### src/abrfmt_regs.vh
// register map, field positions, reset values and sizes of the result buffer formatter
`ifndef ABRFMT_REGS_VH
`define ABRFMT_REGS_VH
// ****************************************************************
// register offsets (byte addresses)
// ****************************************************************
`define ABRFMT_OFS_CTRL_ONE 8'h00
`define ABRFMT_OFS_CTRL_TWO 8'h04
`define ABRFMT_OFS_CTRL_FIVE 8'h08
`define ABRFMT_OFS_STATUS 8'h0C
`define ABRFMT_OFS_RESULT_BASE 8'h40
// ****************************************************************
// field positions
// ****************************************************************
`define ABRFMT_FORM_LO 8
`define ABRFMT_FORM_HI 9
`define ABRFMT_RES10_BIT 10
`define ABRFMT_ON_BIT 15
`define ABRFMT_SPLIT_BIT 1
`define ABRFMT_SMPI_LO 2
`define ABRFMT_SMPI_HI 6
`define ABRFMT_HALF_BIT 7
`define ABRFMT_CHIDX_BIT 11
`define ABRFMT_CMP_LO 2
`define ABRFMT_CMP_HI 3
`define ABRFMT_IFLAG_BIT 0
// ****************************************************************
// reset values, encodings and sizes
// ****************************************************************
`define ABRFMT_RST_FORM 2'h0
`define ABRFMT_RST_SMPI 5'h00
`define ABRFMT_RST_CMP 2'h0
`define ABRFMT_CMP_LEGACY 2'h0
`define ABRFMT_FMT_INT 2'h0
`define ABRFMT_FMT_SINT 2'h1
`define ABRFMT_FMT_FRAC 2'h2
`define ABRFMT_FMT_SFRAC 2'h3
`define ABRFMT_WORDS 5'h10
`define ABRFMT_AW 4
`define ABRFMT_HALF_WORDS 4'h8
`define ABRFMT_LAST_WORD 4'hF
`define ABRFMT_LAST_HALF_WORD 4'h7
`define ABRFMT_RESP_OKAY 2'h0
`define ABRFMT_RESP_SLVERR 2'h2
`endif

### src/abrfmt_buffer.v
// result formatter and fill-mode controller with an AXI4-Lite register slave
`include "abrfmt_regs.vh"
`default_nettype none
// Overview of operation
// result memory holds one 16-bit word per channel, even count, sixteen words.
// conversions-per-interrupt field value plus one gives the group size, 1 to 32.
// after every interrupt writing restarts at the first word of the active region.
// control-two bit 11 picks fill mode: zero sequential, one channel indexed.
// sequential mode writes successive words, first one first, wrapping after the last.
// split bit 1 halves memory; halves alternate at each interrupt event.
// after split is set the first group goes to the lower half.
// with split clear the whole memory serves every sequence.
// software keeps group size within half the memory while split is on.
// read-only bit 7 of control two shows the half being filled.
// channel-indexed mode writes each result to the word of its channel.
// a repeat conversion on a channel overwrites its word before the interrupt.
// format field bits 9:8 of control one picks one of four 16-bit formats.
// integer format right-justifies with zero upper bits.
// signed integer inverts the msb and sign-extends, right-justified.
// fractional format left-justifies with zeros below.
// signed fractional inverts the msb and left-justifies with zeros below.
// in 10-bit resolution fractional formats append six zero bits.
// filling only happens when compare mode bits 3:2 of control five are zero.
// the interrupt flag rises after each completed group of conversions.
// switching the converter off abandons a conversion; memory keeps old data.
// fill-half flips with the half switch and clears when split is enabled.
module abrfmt_buffer (
	input wire sys_clk_i,
	input wire rst_i,
	// ****************************************************************
	// AXI4-Lite slave
	// ****************************************************************
	input wire [7:0] s_axi_awaddr,
	input wire s_axi_awvalid,
	output wire s_axi_awready,
	input wire [31:0] s_axi_wdata,
	input wire [3:0] s_axi_wstrb,
	input wire s_axi_wvalid,
	output wire s_axi_wready,
	output reg [1:0] s_axi_bresp,
	output reg s_axi_bvalid,
	input wire s_axi_bready,
	input wire [7:0] s_axi_araddr,
	input wire s_axi_arvalid,
	output wire s_axi_arready,
	output reg [31:0] s_axi_rdata,
	output reg [1:0] s_axi_rresp,
	output reg s_axi_rvalid,
	input wire s_axi_rready,
	// ****************************************************************
	// converter core side
	// ****************************************************************
	input wire conv_done_i,
	input wire [11:0] conv_data_i,
	input wire [4:0] conv_chan_i,
	output wire converter_on_o,
	output wire conversion_interrupt_flag_o,
	output wire fill_half_status_o
);
	localparam SEL_NONE = 3'd0;
	localparam SEL_ONE = 3'd1;
	localparam SEL_TWO = 3'd2;
	localparam SEL_FIVE = 3'd3;
	localparam SEL_STAT = 3'd4;
	localparam SEL_RES = 3'd5;

	// ****************************************************************
	// helper functions
	// ****************************************************************
	// address decode shared by the read and write channels
	function [2:0] decode_sel;
		input [7:0] addr;
		begin
			if (addr[7:6] == 2'b01 && addr[1:0] == 2'b00) begin
				decode_sel = SEL_RES;
			end else if (addr == `ABRFMT_OFS_CTRL_ONE) begin
				decode_sel = SEL_ONE;
			end else if (addr == `ABRFMT_OFS_CTRL_TWO) begin
				decode_sel = SEL_TWO;
			end else if (addr == `ABRFMT_OFS_CTRL_FIVE) begin
				decode_sel = SEL_FIVE;
			end else if (addr == `ABRFMT_OFS_STATUS) begin
				decode_sel = SEL_STAT;
			end else begin
				decode_sel = SEL_NONE;
			end
		end
	endfunction

	// raw code to stored word; 10-bit codes sit in the low bits of raw
	function [15:0] format_word;
		input [1:0] form;
		input res10;
		input [11:0] raw;
		begin
			case (form)
				`ABRFMT_FMT_INT: begin
					format_word = res10 ? {6'h00, raw[9:0]} : {4'h0, raw};
				end
				`ABRFMT_FMT_SINT: begin
					format_word = res10 ? {{7{~raw[9]}}, raw[8:0]} :
						{{5{~raw[11]}}, raw[10:0]};
				end
				`ABRFMT_FMT_FRAC: begin
					format_word = res10 ? {raw[9:0], 6'h00} : {raw, 4'h0};
				end
				`ABRFMT_FMT_SFRAC: begin
					format_word = res10 ? {~raw[9], raw[8:0], 6'h00} :
						{~raw[11], raw[10:0], 4'h0};
				end
				default: begin
					format_word = 16'h0000;
				end
			endcase
		end
	endfunction

	// ****************************************************************
	// control state
	// ****************************************************************
	reg [1:0] form_q;
	reg res10_q;
	reg on_q;
	reg [4:0] smpi_q;
	reg split_q;
	reg chidx_q;
	reg [1:0] cmp_q;
	reg iflag_q;
	reg half_q;
	reg [3:0] ptr_q;
	reg [4:0] count_q;

	// write channel holding registers
	reg aw_hold_q;
	reg [7:0] awaddr_q;
	reg w_hold_q;
	reg [31:0] wdata_q;
	reg [3:0] wstrb_q;
	// read channel
	reg rd_stage_q;
	reg [2:0] rsel_q;

	wire do_write;
	wire [2:0] wsel;
	wire ar_take;
	wire [2:0] asel;
	wire wr_one;
	wire wr_two;
	wire wr_five;
	wire wr_stat;
	wire split_rise;
	wire accept;
	wire group_end;
	wire [3:0] region_last;
	wire [3:0] fifo_addr;
	wire chan_ok;
	wire ram_we;
	wire [3:0] ram_waddr;
	wire [15:0] ram_wdata;
	wire [15:0] ram_rdata;
	reg [31:0] reg_rdata;

	assign s_axi_awready = !aw_hold_q && !s_axi_bvalid;
	assign s_axi_wready = !w_hold_q && !s_axi_bvalid;
	assign do_write = aw_hold_q && w_hold_q && !s_axi_bvalid;
	assign wsel = decode_sel(awaddr_q);
	assign s_axi_arready = !rd_stage_q && !s_axi_rvalid;
	assign ar_take = s_axi_arvalid && s_axi_arready;
	assign asel = decode_sel(s_axi_araddr);

	// byte lanes gate each field by the lane it lives in
	assign wr_one = do_write && wsel == SEL_ONE && wstrb_q[1];
	assign wr_two = do_write && wsel == SEL_TWO;
	assign wr_five = do_write && wsel == SEL_FIVE && wstrb_q[0];
	assign wr_stat = do_write && wsel == SEL_STAT && wstrb_q[0];
	assign split_rise = wr_two && wstrb_q[0] && wdata_q[`ABRFMT_SPLIT_BIT] && !split_q;

	// ****************************************************************
	// fill control
	// ****************************************************************
	// a done pulse is dropped while off, so memory keeps its old word
	assign accept = conv_done_i && on_q && cmp_q == `ABRFMT_CMP_LEGACY;
	assign group_end = accept && count_q == smpi_q;
	assign region_last = split_q ? `ABRFMT_LAST_HALF_WORD : `ABRFMT_LAST_WORD;
	// upper half is the lower index plus eight when split is on
	assign fifo_addr = (split_q && half_q) ? (ptr_q | `ABRFMT_HALF_WORDS) : ptr_q;
	// in channel-indexed mode, channels beyond the memory have no word and are not stored
	assign chan_ok = conv_chan_i < `ABRFMT_WORDS;
	assign ram_we = accept && (!chidx_q || chan_ok);
	assign ram_waddr = chidx_q ? conv_chan_i[3:0] : fifo_addr;
	assign ram_wdata = format_word(form_q, res10_q, conv_data_i);

	// pointer, group counter and active half
	always @(posedge sys_clk_i or posedge rst_i) begin
		if (rst_i) begin
			ptr_q <= 4'h0;
			count_q <= 5'h00;
			half_q <= 1'b0;
		end else if (split_rise || !on_q) begin
			// fresh start: first word of the lower half
			ptr_q <= 4'h0;
			count_q <= 5'h00;
			half_q <= 1'b0;
		end else if (accept) begin
			if (group_end) begin
				ptr_q <= 4'h0;
				count_q <= 5'h00;
				half_q <= split_q ? ~half_q : 1'b0;
			end else begin
				ptr_q <= (ptr_q == region_last) ? 4'h0 : ptr_q + 4'h1;
				count_q <= count_q + 5'h01;
			end
		end
	end

	// interrupt flag: hardware set wins over software clear
	always @(posedge sys_clk_i or posedge rst_i) begin
		if (rst_i) begin
			iflag_q <= 1'b0;
		end else if (group_end) begin
			iflag_q <= 1'b1;
		end else if (wr_stat && wdata_q[`ABRFMT_IFLAG_BIT]) begin
			iflag_q <= 1'b0;
		end
	end

	// ****************************************************************
	// control registers
	// ****************************************************************
	always @(posedge sys_clk_i or posedge rst_i) begin
		if (rst_i) begin
			form_q <= `ABRFMT_RST_FORM;
			res10_q <= 1'b0;
			on_q <= 1'b0;
			smpi_q <= `ABRFMT_RST_SMPI;
			split_q <= 1'b0;
			chidx_q <= 1'b0;
			cmp_q <= `ABRFMT_RST_CMP;
		end else begin
			if (wr_one) begin
				form_q <= wdata_q[`ABRFMT_FORM_HI:`ABRFMT_FORM_LO];
				res10_q <= wdata_q[`ABRFMT_RES10_BIT];
				on_q <= wdata_q[`ABRFMT_ON_BIT];
			end
			if (wr_two && wstrb_q[0]) begin
				smpi_q <= wdata_q[`ABRFMT_SMPI_HI:`ABRFMT_SMPI_LO];
				split_q <= wdata_q[`ABRFMT_SPLIT_BIT];
			end
			if (wr_two && wstrb_q[1]) begin
				chidx_q <= wdata_q[`ABRFMT_CHIDX_BIT];
			end
			if (wr_five) begin
				cmp_q <= wdata_q[`ABRFMT_CMP_HI:`ABRFMT_CMP_LO];
			end
		end
	end

	// ****************************************************************
	// AXI write channel
	// ****************************************************************
	// address and data may arrive in either order; response after both
	always @(posedge sys_clk_i or posedge rst_i) begin
		if (rst_i) begin
			aw_hold_q <= 1'b0;
			awaddr_q <= 8'h00;
			w_hold_q <= 1'b0;
			wdata_q <= 32'h00000000;
			wstrb_q <= 4'h0;
			s_axi_bvalid <= 1'b0;
			s_axi_bresp <= `ABRFMT_RESP_OKAY;
		end else begin
			if (s_axi_awvalid && s_axi_awready) begin
				aw_hold_q <= 1'b1;
				awaddr_q <= s_axi_awaddr;
			end
			if (s_axi_wvalid && s_axi_wready) begin
				w_hold_q <= 1'b1;
				wdata_q <= s_axi_wdata;
				wstrb_q <= s_axi_wstrb;
			end
			if (do_write) begin
				aw_hold_q <= 1'b0;
				w_hold_q <= 1'b0;
				s_axi_bvalid <= 1'b1;
				// result words are read-only; unmapped answers slave error
				s_axi_bresp <= (wsel == SEL_NONE || wsel == SEL_RES) ?
					`ABRFMT_RESP_SLVERR : `ABRFMT_RESP_OKAY;
			end else if (s_axi_bvalid && s_axi_bready) begin
				s_axi_bvalid <= 1'b0;
			end
		end
	end

	// ****************************************************************
	// AXI read channel
	// ****************************************************************
	// register view; fill-half reads zero while split is off
	always @* begin
		reg_rdata = 32'h00000000;
		case (rsel_q)
			SEL_ONE: begin
				reg_rdata[`ABRFMT_FORM_HI:`ABRFMT_FORM_LO] = form_q;
				reg_rdata[`ABRFMT_RES10_BIT] = res10_q;
				reg_rdata[`ABRFMT_ON_BIT] = on_q;
			end
			SEL_TWO: begin
				reg_rdata[`ABRFMT_SMPI_HI:`ABRFMT_SMPI_LO] = smpi_q;
				reg_rdata[`ABRFMT_SPLIT_BIT] = split_q;
				reg_rdata[`ABRFMT_HALF_BIT] = half_q && split_q;
				reg_rdata[`ABRFMT_CHIDX_BIT] = chidx_q;
			end
			SEL_FIVE: begin
				reg_rdata[`ABRFMT_CMP_HI:`ABRFMT_CMP_LO] = cmp_q;
			end
			SEL_STAT: begin
				reg_rdata[`ABRFMT_IFLAG_BIT] = iflag_q;
			end
			SEL_RES: begin
				reg_rdata[15:0] = ram_rdata;
			end
			default: begin
				reg_rdata = 32'h00000000;
			end
		endcase
	end

	// two-stage read: memory access, then registered answer
	always @(posedge sys_clk_i or posedge rst_i) begin
		if (rst_i) begin
			rd_stage_q <= 1'b0;
			rsel_q <= SEL_NONE;
			s_axi_rvalid <= 1'b0;
			s_axi_rdata <= 32'h00000000;
			s_axi_rresp <= `ABRFMT_RESP_OKAY;
		end else begin
			if (ar_take) begin
				rd_stage_q <= 1'b1;
				rsel_q <= asel;
			end else if (rd_stage_q) begin
				rd_stage_q <= 1'b0;
				s_axi_rvalid <= 1'b1;
				s_axi_rdata <= reg_rdata;
				s_axi_rresp <= (rsel_q == SEL_NONE) ?
					`ABRFMT_RESP_SLVERR : `ABRFMT_RESP_OKAY;
			end else if (s_axi_rvalid && s_axi_rready) begin
				s_axi_rvalid <= 1'b0;
			end
		end
	end

	// ****************************************************************
	// result memory and outputs
	// ****************************************************************
	abrfmt_result_ram u_ram (
		.sys_clk_i(sys_clk_i),
		.wr_en_i(ram_we),
		.wr_addr_i(ram_waddr),
		.wr_data_i(ram_wdata),
		.rd_en_i(ar_take),
		.rd_addr_i(s_axi_araddr[5:2]),
		.rd_data_o(ram_rdata)
	);

	assign converter_on_o = on_q;
	assign conversion_interrupt_flag_o = iflag_q;
	assign fill_half_status_o = half_q && split_q;
endmodule
`default_nettype wire

### src/abrfmt_result_ram.v
// result memory: one 16-bit word per channel, registered read data
`default_nettype none
module abrfmt_result_ram (
	input wire sys_clk_i,
	input wire wr_en_i,
	input wire [3:0] wr_addr_i,
	input wire [15:0] wr_data_i,
	input wire rd_en_i,
	input wire [3:0] rd_addr_i,
	output reg [15:0] rd_data_o
);
	reg [15:0] mem [0:15];

	// contents need no reset; software reads what was last stored
	always @(posedge sys_clk_i) begin
		if (wr_en_i) begin
			mem[wr_addr_i] <= wr_data_i;
		end
		if (rd_en_i) begin
			rd_data_o <= mem[rd_addr_i];
		end
	end
endmodule
`default_nettype wire

### config.mk
export PLATFORM = sky130hd
export DESIGN_NAME = abrfmt_buffer
export DESIGN_NICKNAME = d
export VERILOG_FILES = /design/src/abrfmt_buffer.v /design/src/abrfmt_result_ram.v
export VERILOG_INCLUDE_DIRS = /design/src
export SDC_FILE = /design/constraint.sdc
export NUM_CORES = 1
export LEC_CHECK = 0
export BUFFER_PORTS_ARGS = -buffer_cell sky130_fd_sc_hd__buf_2
export CORE_ASPECT_RATIO = 0.7
export CORE_UTILIZATION = 43
export CTS_CLUSTER_DIAMETER = 50
export DETAILED_ROUTE_END_ITERATION = 6
export GPL_TIMING_DRIVEN = 0
export PLACE_DENSITY = 0.66
export SLEW_MARGIN = 20
export SYNTH_ARGS = -nofsm -noshare
export SYNTH_HDL_FRONTEND = slang
export SYNTH_SLANG_ARGS = --single-unit
### constraint.sdc
create_clock -name sys_clk_i -period 2.1 [get_ports sys_clk_i]
set_input_delay 0.21 -clock sys_clk_i [delete_from_list [all_inputs] [get_ports sys_clk_i]]
set_output_delay 0.21 -clock sys_clk_i [all_outputs]
set_load 0.05 [all_outputs]
==> results of run 1 <==
==> worst max path at each step <==
stage                         from               end  cells past startpoint
floorplan           converter_on_o   u_ram.mem[3][0]                      4
CTS                        res10_q  u_ram.mem[1][13]                      5
global route             form_q[1]   u_ram.mem[9][3]                      3
finish                   form_q[1]  u_ram.mem[11][0]                      3
detailed placement         chidx_q  u_ram.mem[14][3]                      5
global placement           chidx_q   u_ram.mem[5][3]                      5
==> worst max-delay path, delay by kind of cell, from the launching register on <==
kind	cells	cell delay [ns]
AND/OR/NAND/NOR	1	0.87
buffers and inverters	2	0.51
flip-flops	1	0.38
==> layer usage <==
| metal | GRT usage | vias to the layer above | wire length, um |
|---|---|---|---|
| li1 | - | 3299 | - |
| met1 | 0.290 | 3951 | 14300 |
| met2 | 0.309 | 260 | 15200 |
| met3 | 0.0481 | 57 | 2400 |
| met4 | 0.0778 | 0 | 993 |
| met5 | 0 | - | 0 |
==> cells in the final DEF (no fill, tap or decap), types with 7 or more instances in the layout <==
| cell type | count |
|---|---|
| edfxtp_1 | 272 |
| mux4_2 | 83 |
| buf_2 | 82 |
| dfrtp_1 | 72 |
| clkbuf_16 | 39 |
| mux2_2 | 36 |
| buf_4 | 32 |
| nand2_1 | 28 |
| dlygate4sd3_1 | 28 |
| nor2_1 | 23 |
| conb_1 | 18 |
| clkbuf_1 | 17 |
| nor2_4 | 17 |
| inv_1 | 16 |
| nor2b_1 | 14 |
| buf_12 | 13 |
| o21ai_0 | 11 |
| a21oi_1 | 11 |
| nand3_1 | 10 |
| nand2_2 | 9 |
| buf_6 | 7 |
| xnor2_1 | 7 |
| clkinv_1 | 7 |
==> flip-flops by register name (all words and copies together), names as in the netlist, 3 cells and up <==
| name | count |
|---|---|
| smpi_q | 5 |
| s_axi_rdata | 16 |
| awaddr_q | 8 |
| u_ram.mem | 256 |
| wdata_q | 12 |
| ptr_q | 4 |
| rsel_q | 3 |
| u_ram.rd_data_o | 16 |
| count_q | 5 |
==> synthesized netlist by cell type, types with 2 or more instances <==
cell type  instances
buf_2              6
mux2_2            36
ha_1               2
xnor2_1            7
buf_6              4
buf_4             19
edfxtp_1         272
a21oi_1           14
nand3_1           10
o21ai_0           15
buf_1              6
mux2_4             4
mux4_2            83
nand2_1           40
and3b_1            2
inv_1             17
a22oi_1            6
nand3b_1           3
nand2b_1           3
clkbuf_1          18
nor3_1             5
mux2i_1            7
nor3b_2            2
o22ai_1            3
and2_1             4
nor2_1            41
dfrtp_1           72
and3_1             2
nor2b_1           15
a221o_1            6
a22o_1             2
xor2_1             5
==> final cells by class <==
cell class	count	area, um2	share of cell area
flip-flops and latches	344	9970	0.583
multi-input cells	353	3890	0.227
repair buffers	134	1080	0.0631
clock buffers	45	1020	0.0595
well taps	420	526	0.0307
plain buffers	51	310	0.0181
clock inverters	23	255	0.0149
inverters	17	66.3	0.00388
==> through the flow <==
step	utilization	cells	setup slack (ns)
6_report	0.544	1387	0.00214
5_1_grt	0.544	1387	-0.109
4_1_cts	0.541	1388	-0.115
3_5_place_dp	0.479	1270	-0.790
3_3_place_gp	0.474	1264	-1.33
2_1_floorplan	-	768	-0.279
==> power by group through the flow <==
stage          registers, uW  logic [uW]  clock network, uW
6_report                8300        2170               6740
5_1_grt                 8360        2330               7120
4_1_cts                 8290        2140               6850
3_5_place_dp            8420        2070                  0
3_3_place_gp            8420        2000                  0
2_1_floorplan           8500        1340                  0
==> logic make-up after synthesis <==
family	Yosys count	share of synthesized area
multiplexers	130	0.173
buffers and inverters	71	0.0271
AO/OA/AOI/OAI	56	0.0260
AND/OR/NAND/NOR	135	0.0484
flip-flops	344	0.716
adder cells (fa/ha/maj)	2	0.00180
other	1	0.000269
XOR/XNOR	12	0.00755
==> what timing repair did <==
action	4_1_cts	5_1_grt
gates cloned	0	0
resized for setup	19	23
endpoints found under the setup margin	373	401
buffers inserted	23	1
hold buffers	28	0
hold endpoints to repair	100	0
pin swaps	16	1
==> impl_results.md, run 1 <==
* GPL Wtd Cong at between 0.8 and 0.9
* Hold Path Depth at 4
* Critical Path AT at ~2.3 ns
* Reg2reg setup slack at approximately 0.0021 ns
* PwrDens at 1010 nW/um2
* Worst IR drop on VDD at around 0.00046 V
* Fillers at roughly 2,400
* Slowest stage delay, CP at 0.87 ns
* Outcome: finished, final reports clean
* Area leader, netlist: edfxtp_1
* RSZ-0062 raised after global routing: yes
* Min cycle time layout at about 2.1 ns
* RR Startpoint: form_q[1]
* Layout net count at between 1,000 and 1,500
* IO Pins at between 100 and 150
* Kind of critical path: flop to flop
* Number of global-route vias before repair at 7,743
* Critical path peak fanout at 16
* DR DRC count at 0
* Yosys warns at 0
* TritonCTS clock tree: yes
* Sequential fraction of the synthesis area at 0.716
* Switching part of the total at 0.251
* CTS Root Buffer Type: clkbuf_16
* Vias per cell at between 5 and 6
* R2R Path End: u_ram.mem[11][0]
* Layout cells sized above 1 at 0.378
* Hold slack at 0.0304 ns
* Fin. max-slew vios at 0
* Number of synthesized flops with an enable pin at roughly 270
* Data required, critical path at 2.28 ns
* PortBufs at between 70 and 80
* Mapped Area at approximately 14,000 um2
* Final period utilization at 0.999
* Final setup violation count at 0
* DR iter-0 viols at slightly above 700
* Slew @ Worst Pin at around 1.1 ns
* Cell Rows at between 50 and 60
* Count of cell types in the netlist at 52
* Finished Cell Area at ~17,000 um2
* Top cells by area, synth: edfxtp_1 59%, mux4_2 13%, dfrtp_1 13%
* Core ar. at between 30,000 and 40,000 um2
* GRT Util Overall at 0.205
* Max Freq at ~480 MHz
* Largest net degree at the start of global routing at 56
* CTS clk-pin slew, worst paths at approximately 0.060 ns
* Main synth FF type: edfxtp_1
* Worst Setup End Kind: flop
* H-tree levels at 2
* Area grow syn2layout at 22.9%
* Min-Delay Endpoint: rsel_q[1]
* Most Frequent Cell on Critical Path: clkbuf_1
* Die Y at roughly 150 um
* Antenna-violating nets left at 0
* Die width at between 200 and 250 um
* WL final at 32,900 um
* Clock sinks at about 340
* Max-slew headroom at 0.234
* Net Switching at 4320 uW
* Reg2Reg Depth at 3
* Slowest cell on crit path: nor2b_1
* Starting density of the core at 0.442
* Clock power frac at 0.392
* Max-cap viol count at 0
* Lkg Pwr at between 0.006 and 0.007 uW
* Setup TNS at 0 ns
* Critical Path, Cell by Cell: clkbuf_1, clkbuf_1, nor2b_1
* Routed length per placed instance at 23.7 um
* Final Hold Viols at 0
* Ys async rst share at 0.209
* Post-synth top area share at 0.587
* Hold Startpoint: s_axi_araddr[0]
* Dpl hpwl at around 21,000 um
* Antenna violations before repair at 0
* # diodes at 0
* Die area at 33,100 um2
* Worst setup SP type: flop
* Clk_lat worst skew at approximately 0.54 ns
* Tot Pwr at around 17,000 uW
* HP Class: primary input to flop
* Synth Area per Inst at 18.5 um2
* Cells after Synth at roughly 750
* DP Area at about 15,000 um2
* Global-route wire length before repair at slightly below 50,000 um
* Clock skew at ~0.033 ns
* Synthesized flop and latch total at roughly 340
* TritonCTS Buffers at 37
* Combinational share of power at 0.126
* Flop pwr share at 0.482
* Grt ovf at 0
* Pint at 12,900 uW
* CTS max path bufs at 3
* Pre-antenna DRT Iters at 5
* DR vias at 7,567
Note: power is estimated with default switching activity, not from simulation.
==> run 2: changes to the inputs <==
- SLEW_MARGIN: 20 -> default
- clock period: 2.1 -> 1.9 ns (I/O delays scaled with it)
==> run 2 against run 1 <==
The flow now finishes with violations (negative setup slack); combinational power increased by 16%; clock-buffer cell count decreased by 7; sequential power increased by 11%; critical path depth increased by 3; wire length increased by 5.5%; critical endpoint is now u_ram.mem[15][1].
==> impl_results.md, run 2 (same netlist as run 1, synthesis figures left out) <==
* Outcome: complete, but fails checks (was finished, final reports clean)
* Violated checks: negative setup slack
* Clock power frac at 0.339 (was 0.392)
* DP Area at 15,100 um2 (about the same)
* Commonest non-fill, non-tap cell in the layout: edfxtp_1 (unchanged)
* Combinational share of power at 0.142 (was 0.126)
* Pint at 13,000 uW (was 12,900 uW)
* RR Startpoint: cmp_q[0] (was form_q[1])
* Die area at 33,100 um2 (unchanged)
* Grt ovf at 0 (unchanged)
* Finished Cell Area at 17,100 um2 (about the same)
* Kind of critical path: flop to flop (unchanged)
* Layout cells sized above 1 at 0.393 (was 0.378)
* Met2 wire len at 15,500 um (was 15,200 um)
* Final setup violation count at 229 (was 0)
* Slowest cell on crit path: dfrtp_2 (was nor2b_1)
* Hold Path Depth at 4 (unchanged)
* Delay-heaviest family, CP: simple AND/OR/NAND/NOR gates (unchanged)
* H-tree levels at 1 (was 2)
* Layout net count at 1,018 (was 1,017)
* Number of global-route vias before repair at 7,402 (was 7,743)
* Final period utilization at 1.05 (was 0.999)
* CTS max path bufs at 3 (unchanged)
* Hold Startpoint: s_axi_araddr[1] (was s_axi_araddr[0])
* WL final at 34,700 um (was 32,900 um)
* Starting density of the core at 0.442 (unchanged)
* Max-slew headroom at 0.359 (was 0.234)
* DR vias at 7,673 (was 7,567)
* Routed length per placed instance at 25.1 um (was 23.7 um)
* Final core occ at 0.544 (about the same)
* Data required, critical path at 2.18 ns (was 2.28 ns)
* Antenna-violating nets left at 0 (unchanged)
* Slew @ Worst Pin at 0.962 ns (was 1.15 ns)
* Dpl hpwl at 21,100 um (was 20,700 um)
* CTS clk-pin slew, worst paths at 0.06 ns (about the same)
* PwrDens at 1030 nW/um2 (was 1010 nW/um2)
* Die Y at 153 um (unchanged)
* Net Switching at 4650 uW (was 4320 uW)
* Critical Path, Cell by Cell: nor3b_4, nand2_2, nor2_4, nand2_4, nor2_4, clkbuf_16 (was clkbuf_1, clkbuf_1, nor2b_1)
* IO Pins at 121 (unchanged)
* Worst setup SP type: flop (unchanged)
* Critical path peak fanout at 8 (was 16)
* Vias per cell at 5.54 (was 5.46)
* DR DRC count at 0 (unchanged)
* Uppermost layer routed: met4 (unchanged)
* Max-cap viol count at 0 (unchanged)
* Clk_lat worst skew at 0.58 ns (was 0.54 ns)
* Critical Path AT at 2.27 ns (was 2.28 ns)
* Place WS at -0.819 ns (was -0.790 ns)
* GRT Util Overall at 0.209 (was 0.205)
* Largest net degree at the start of global routing at 42 (was 56)
* TritonCTS Buffers at 31 (was 37)
* Lkg Pwr at 0.00611 uW (was 0.00615 uW)
* Reg2Reg Depth at 6 (was 3)
* TritonCTS clock tree: yes (unchanged)
* Cell Rows at 54 (unchanged)
* Final Hold Viols at 0 (unchanged)
* Fin cells at 1,384 (was 1,387)
* DR iter-0 viols at 976 (was 716)
* Final WS setup at -0.0902 ns (was 0.00214 ns)
* Clock sinks at 344 (unchanged)
* Pre-antenna DRT Iters at 5 (unchanged)
* Fin. max-slew vios at 0 (unchanged)
* Biggest registers after layout: u_ram.mem (256), s_axi_rdata (16), u_ram.rd_data_o (16) (unchanged)
* Worst Setup End Kind: flop (unchanged)
* Flop pwr share at 0.519 (was 0.482)
* Most used cells in the layout excluding fill and tap cells: 272 x edfxtp_1, 84 x buf_2, 83 x mux4_2, 69 x dfrtp_1, 36 x mux2_2 (was 272 x edfxtp_1, 83 x mux4_2, 82 x buf_2, 72 x dfrtp_1, 39 x clkbuf_16)
* CTS Root Buffer Type: clkbuf_16 (unchanged)
* Bufs and invs on worst path at 1 (was 2)
* # diodes at 0 (unchanged)
* Die width at 217 um (unchanged)
* Area grow syn2layout at 23.0% (was 22.9%)
* Reg2reg setup slack at -0.09 ns (was 0.002 ns)
* Post-Route M1 WL at 15,900 um (was 14,300 um)
* Most flops, register: u_ram.mem (unchanged)
* Max reg flops at 256 (unchanged)
* Clock skew at 0.0146 ns (was 0.0333 ns)
* R2R Path End: u_ram.mem[15][1] (was u_ram.mem[11][0])
* RSZ-0062 raised after global routing: yes (unchanged)
* Worst IR drop on VDD at 0.000600 V (was 0.000462 V)
* GPL Wtd Cong at 0.807 (was 0.837)
* Hold slack at 0.0189 ns (was 0.0304 ns)
* Min-Delay Endpoint: rsel_q[2] (was rsel_q[1])
* Dpl cells at 1,265 (was 1,270)
* PortBufs at 76 (unchanged)
* Min cycle time layout at 1.99 ns (was 2.10 ns)
* Routed wl met3 at 2810 um (was 2400 um)
* Fillers at 2,443 (was 2,447)
* Antenna violations before repair at 0 (unchanged)
* Max Freq at 502 MHz (was 477 MHz)
* Core ar. at 31,500 um2 (unchanged)
* Slowest stage delay, CP at 0.44 ns (was 0.87 ns)
* HP Class: primary input to flop (unchanged)
* Switching part of the total at 0.263 (was 0.251)
* Global-route wire length before repair at 49,900 um (was 49,100 um)
* Most Frequent Cell on Critical Path: nor2_4 (was clkbuf_1)
-- run 2: changes by cell type in the layout (fill, tap and decap cells not counted), moves of 5 or more --
cell	previous run	this run
buf_12	13	21
buf_4	32	26
clkbuf_16	39	32
nand2_2	9	4
-- run 2: how the worst max path moves through the flow --
| stage | from | to | cells after the start |
|---|---|---|---|
| 5_1_grt | cmp_q[0] | u_ram.mem[15][12] | 6 |
| 6_report | cmp_q[0] | u_ram.mem[15][1] | 6 |
| 2_1_floorplan | converter_on_o | u_ram.mem[7][0] | 4 |
| 3_3_place_gp | res10_q | u_ram.mem[14][6] | 4 |
| 4_1_cts | awaddr_q[5] | form_q[0] | 4 |
| 3_5_place_dp | res10_q | u_ram.mem[14][6] | 4 |
-- run 2: final cells by class --
cell class,instances,area (um2),area share
flip-flops and latches,344,9970,0.583
inverters,17,67.6,0.00395
plain buffers,51,333,0.0194
multi-input cells,353,4020,0.235
clock inverters,20,149,0.00870
clock buffers,38,802,0.0469
well taps,420,526,0.0307
repair buffers,141,1250,0.0728
-- run 2: power by group through the flow --
| stage | registers (uW) | logic (uW) | clock network (uW) |
|---|---|---|---|
| after global routing | 9240 | 2680 | 6350 |
| after global placement | 9310 | 2240 | 0 |
| after floorplan | 9400 | 1500 | 0 |
| final | 9190 | 2510 | 6000 |
| after detailed placement | 9320 | 2280 | 0 |
| after CTS | 9170 | 2410 | 6050 |
-- run 2: worst min-delay path, delay by kind of cell --
kind                   cells  cell delay, ns
buffers and inverters      1            0.07
AND/OR/NAND/NOR            1            0.07
AO/OA/AOI/OAI              2            0.21
-- run 2: repair_timing --
action | 4_1_cts | 5_1_grt
endpoints found under the hold margin | 60 | 0
resized for setup | 36 | 45
hold buffers | 30 | 0
pin swaps | 21 | 6
cloned | 0 | 1
setup endpoints to repair | 507 | 353
buffers inserted | 27 | 6
-- run 2: metrics by stage --
| stage | setup TNS, ns | total power [uW] |
|---|---|---|
| final | -7.89 | 17700 |
| after floorplan | -20.51 | 10900 |
| after detailed placement | -254.82 | 11600 |
| after global routing | -27.09 | 18300 |
| after global placement | -253.44 | 11500 |
| after CTS | -0.00334 | 17600 |
-- run 2: per-layer routing --
layer	global-route usage	up-vias
met5	0	-
met4	0.0329	0
met3	0.0409	34
met2	0.300	297
met1	0.335	4039
li1	-	3303
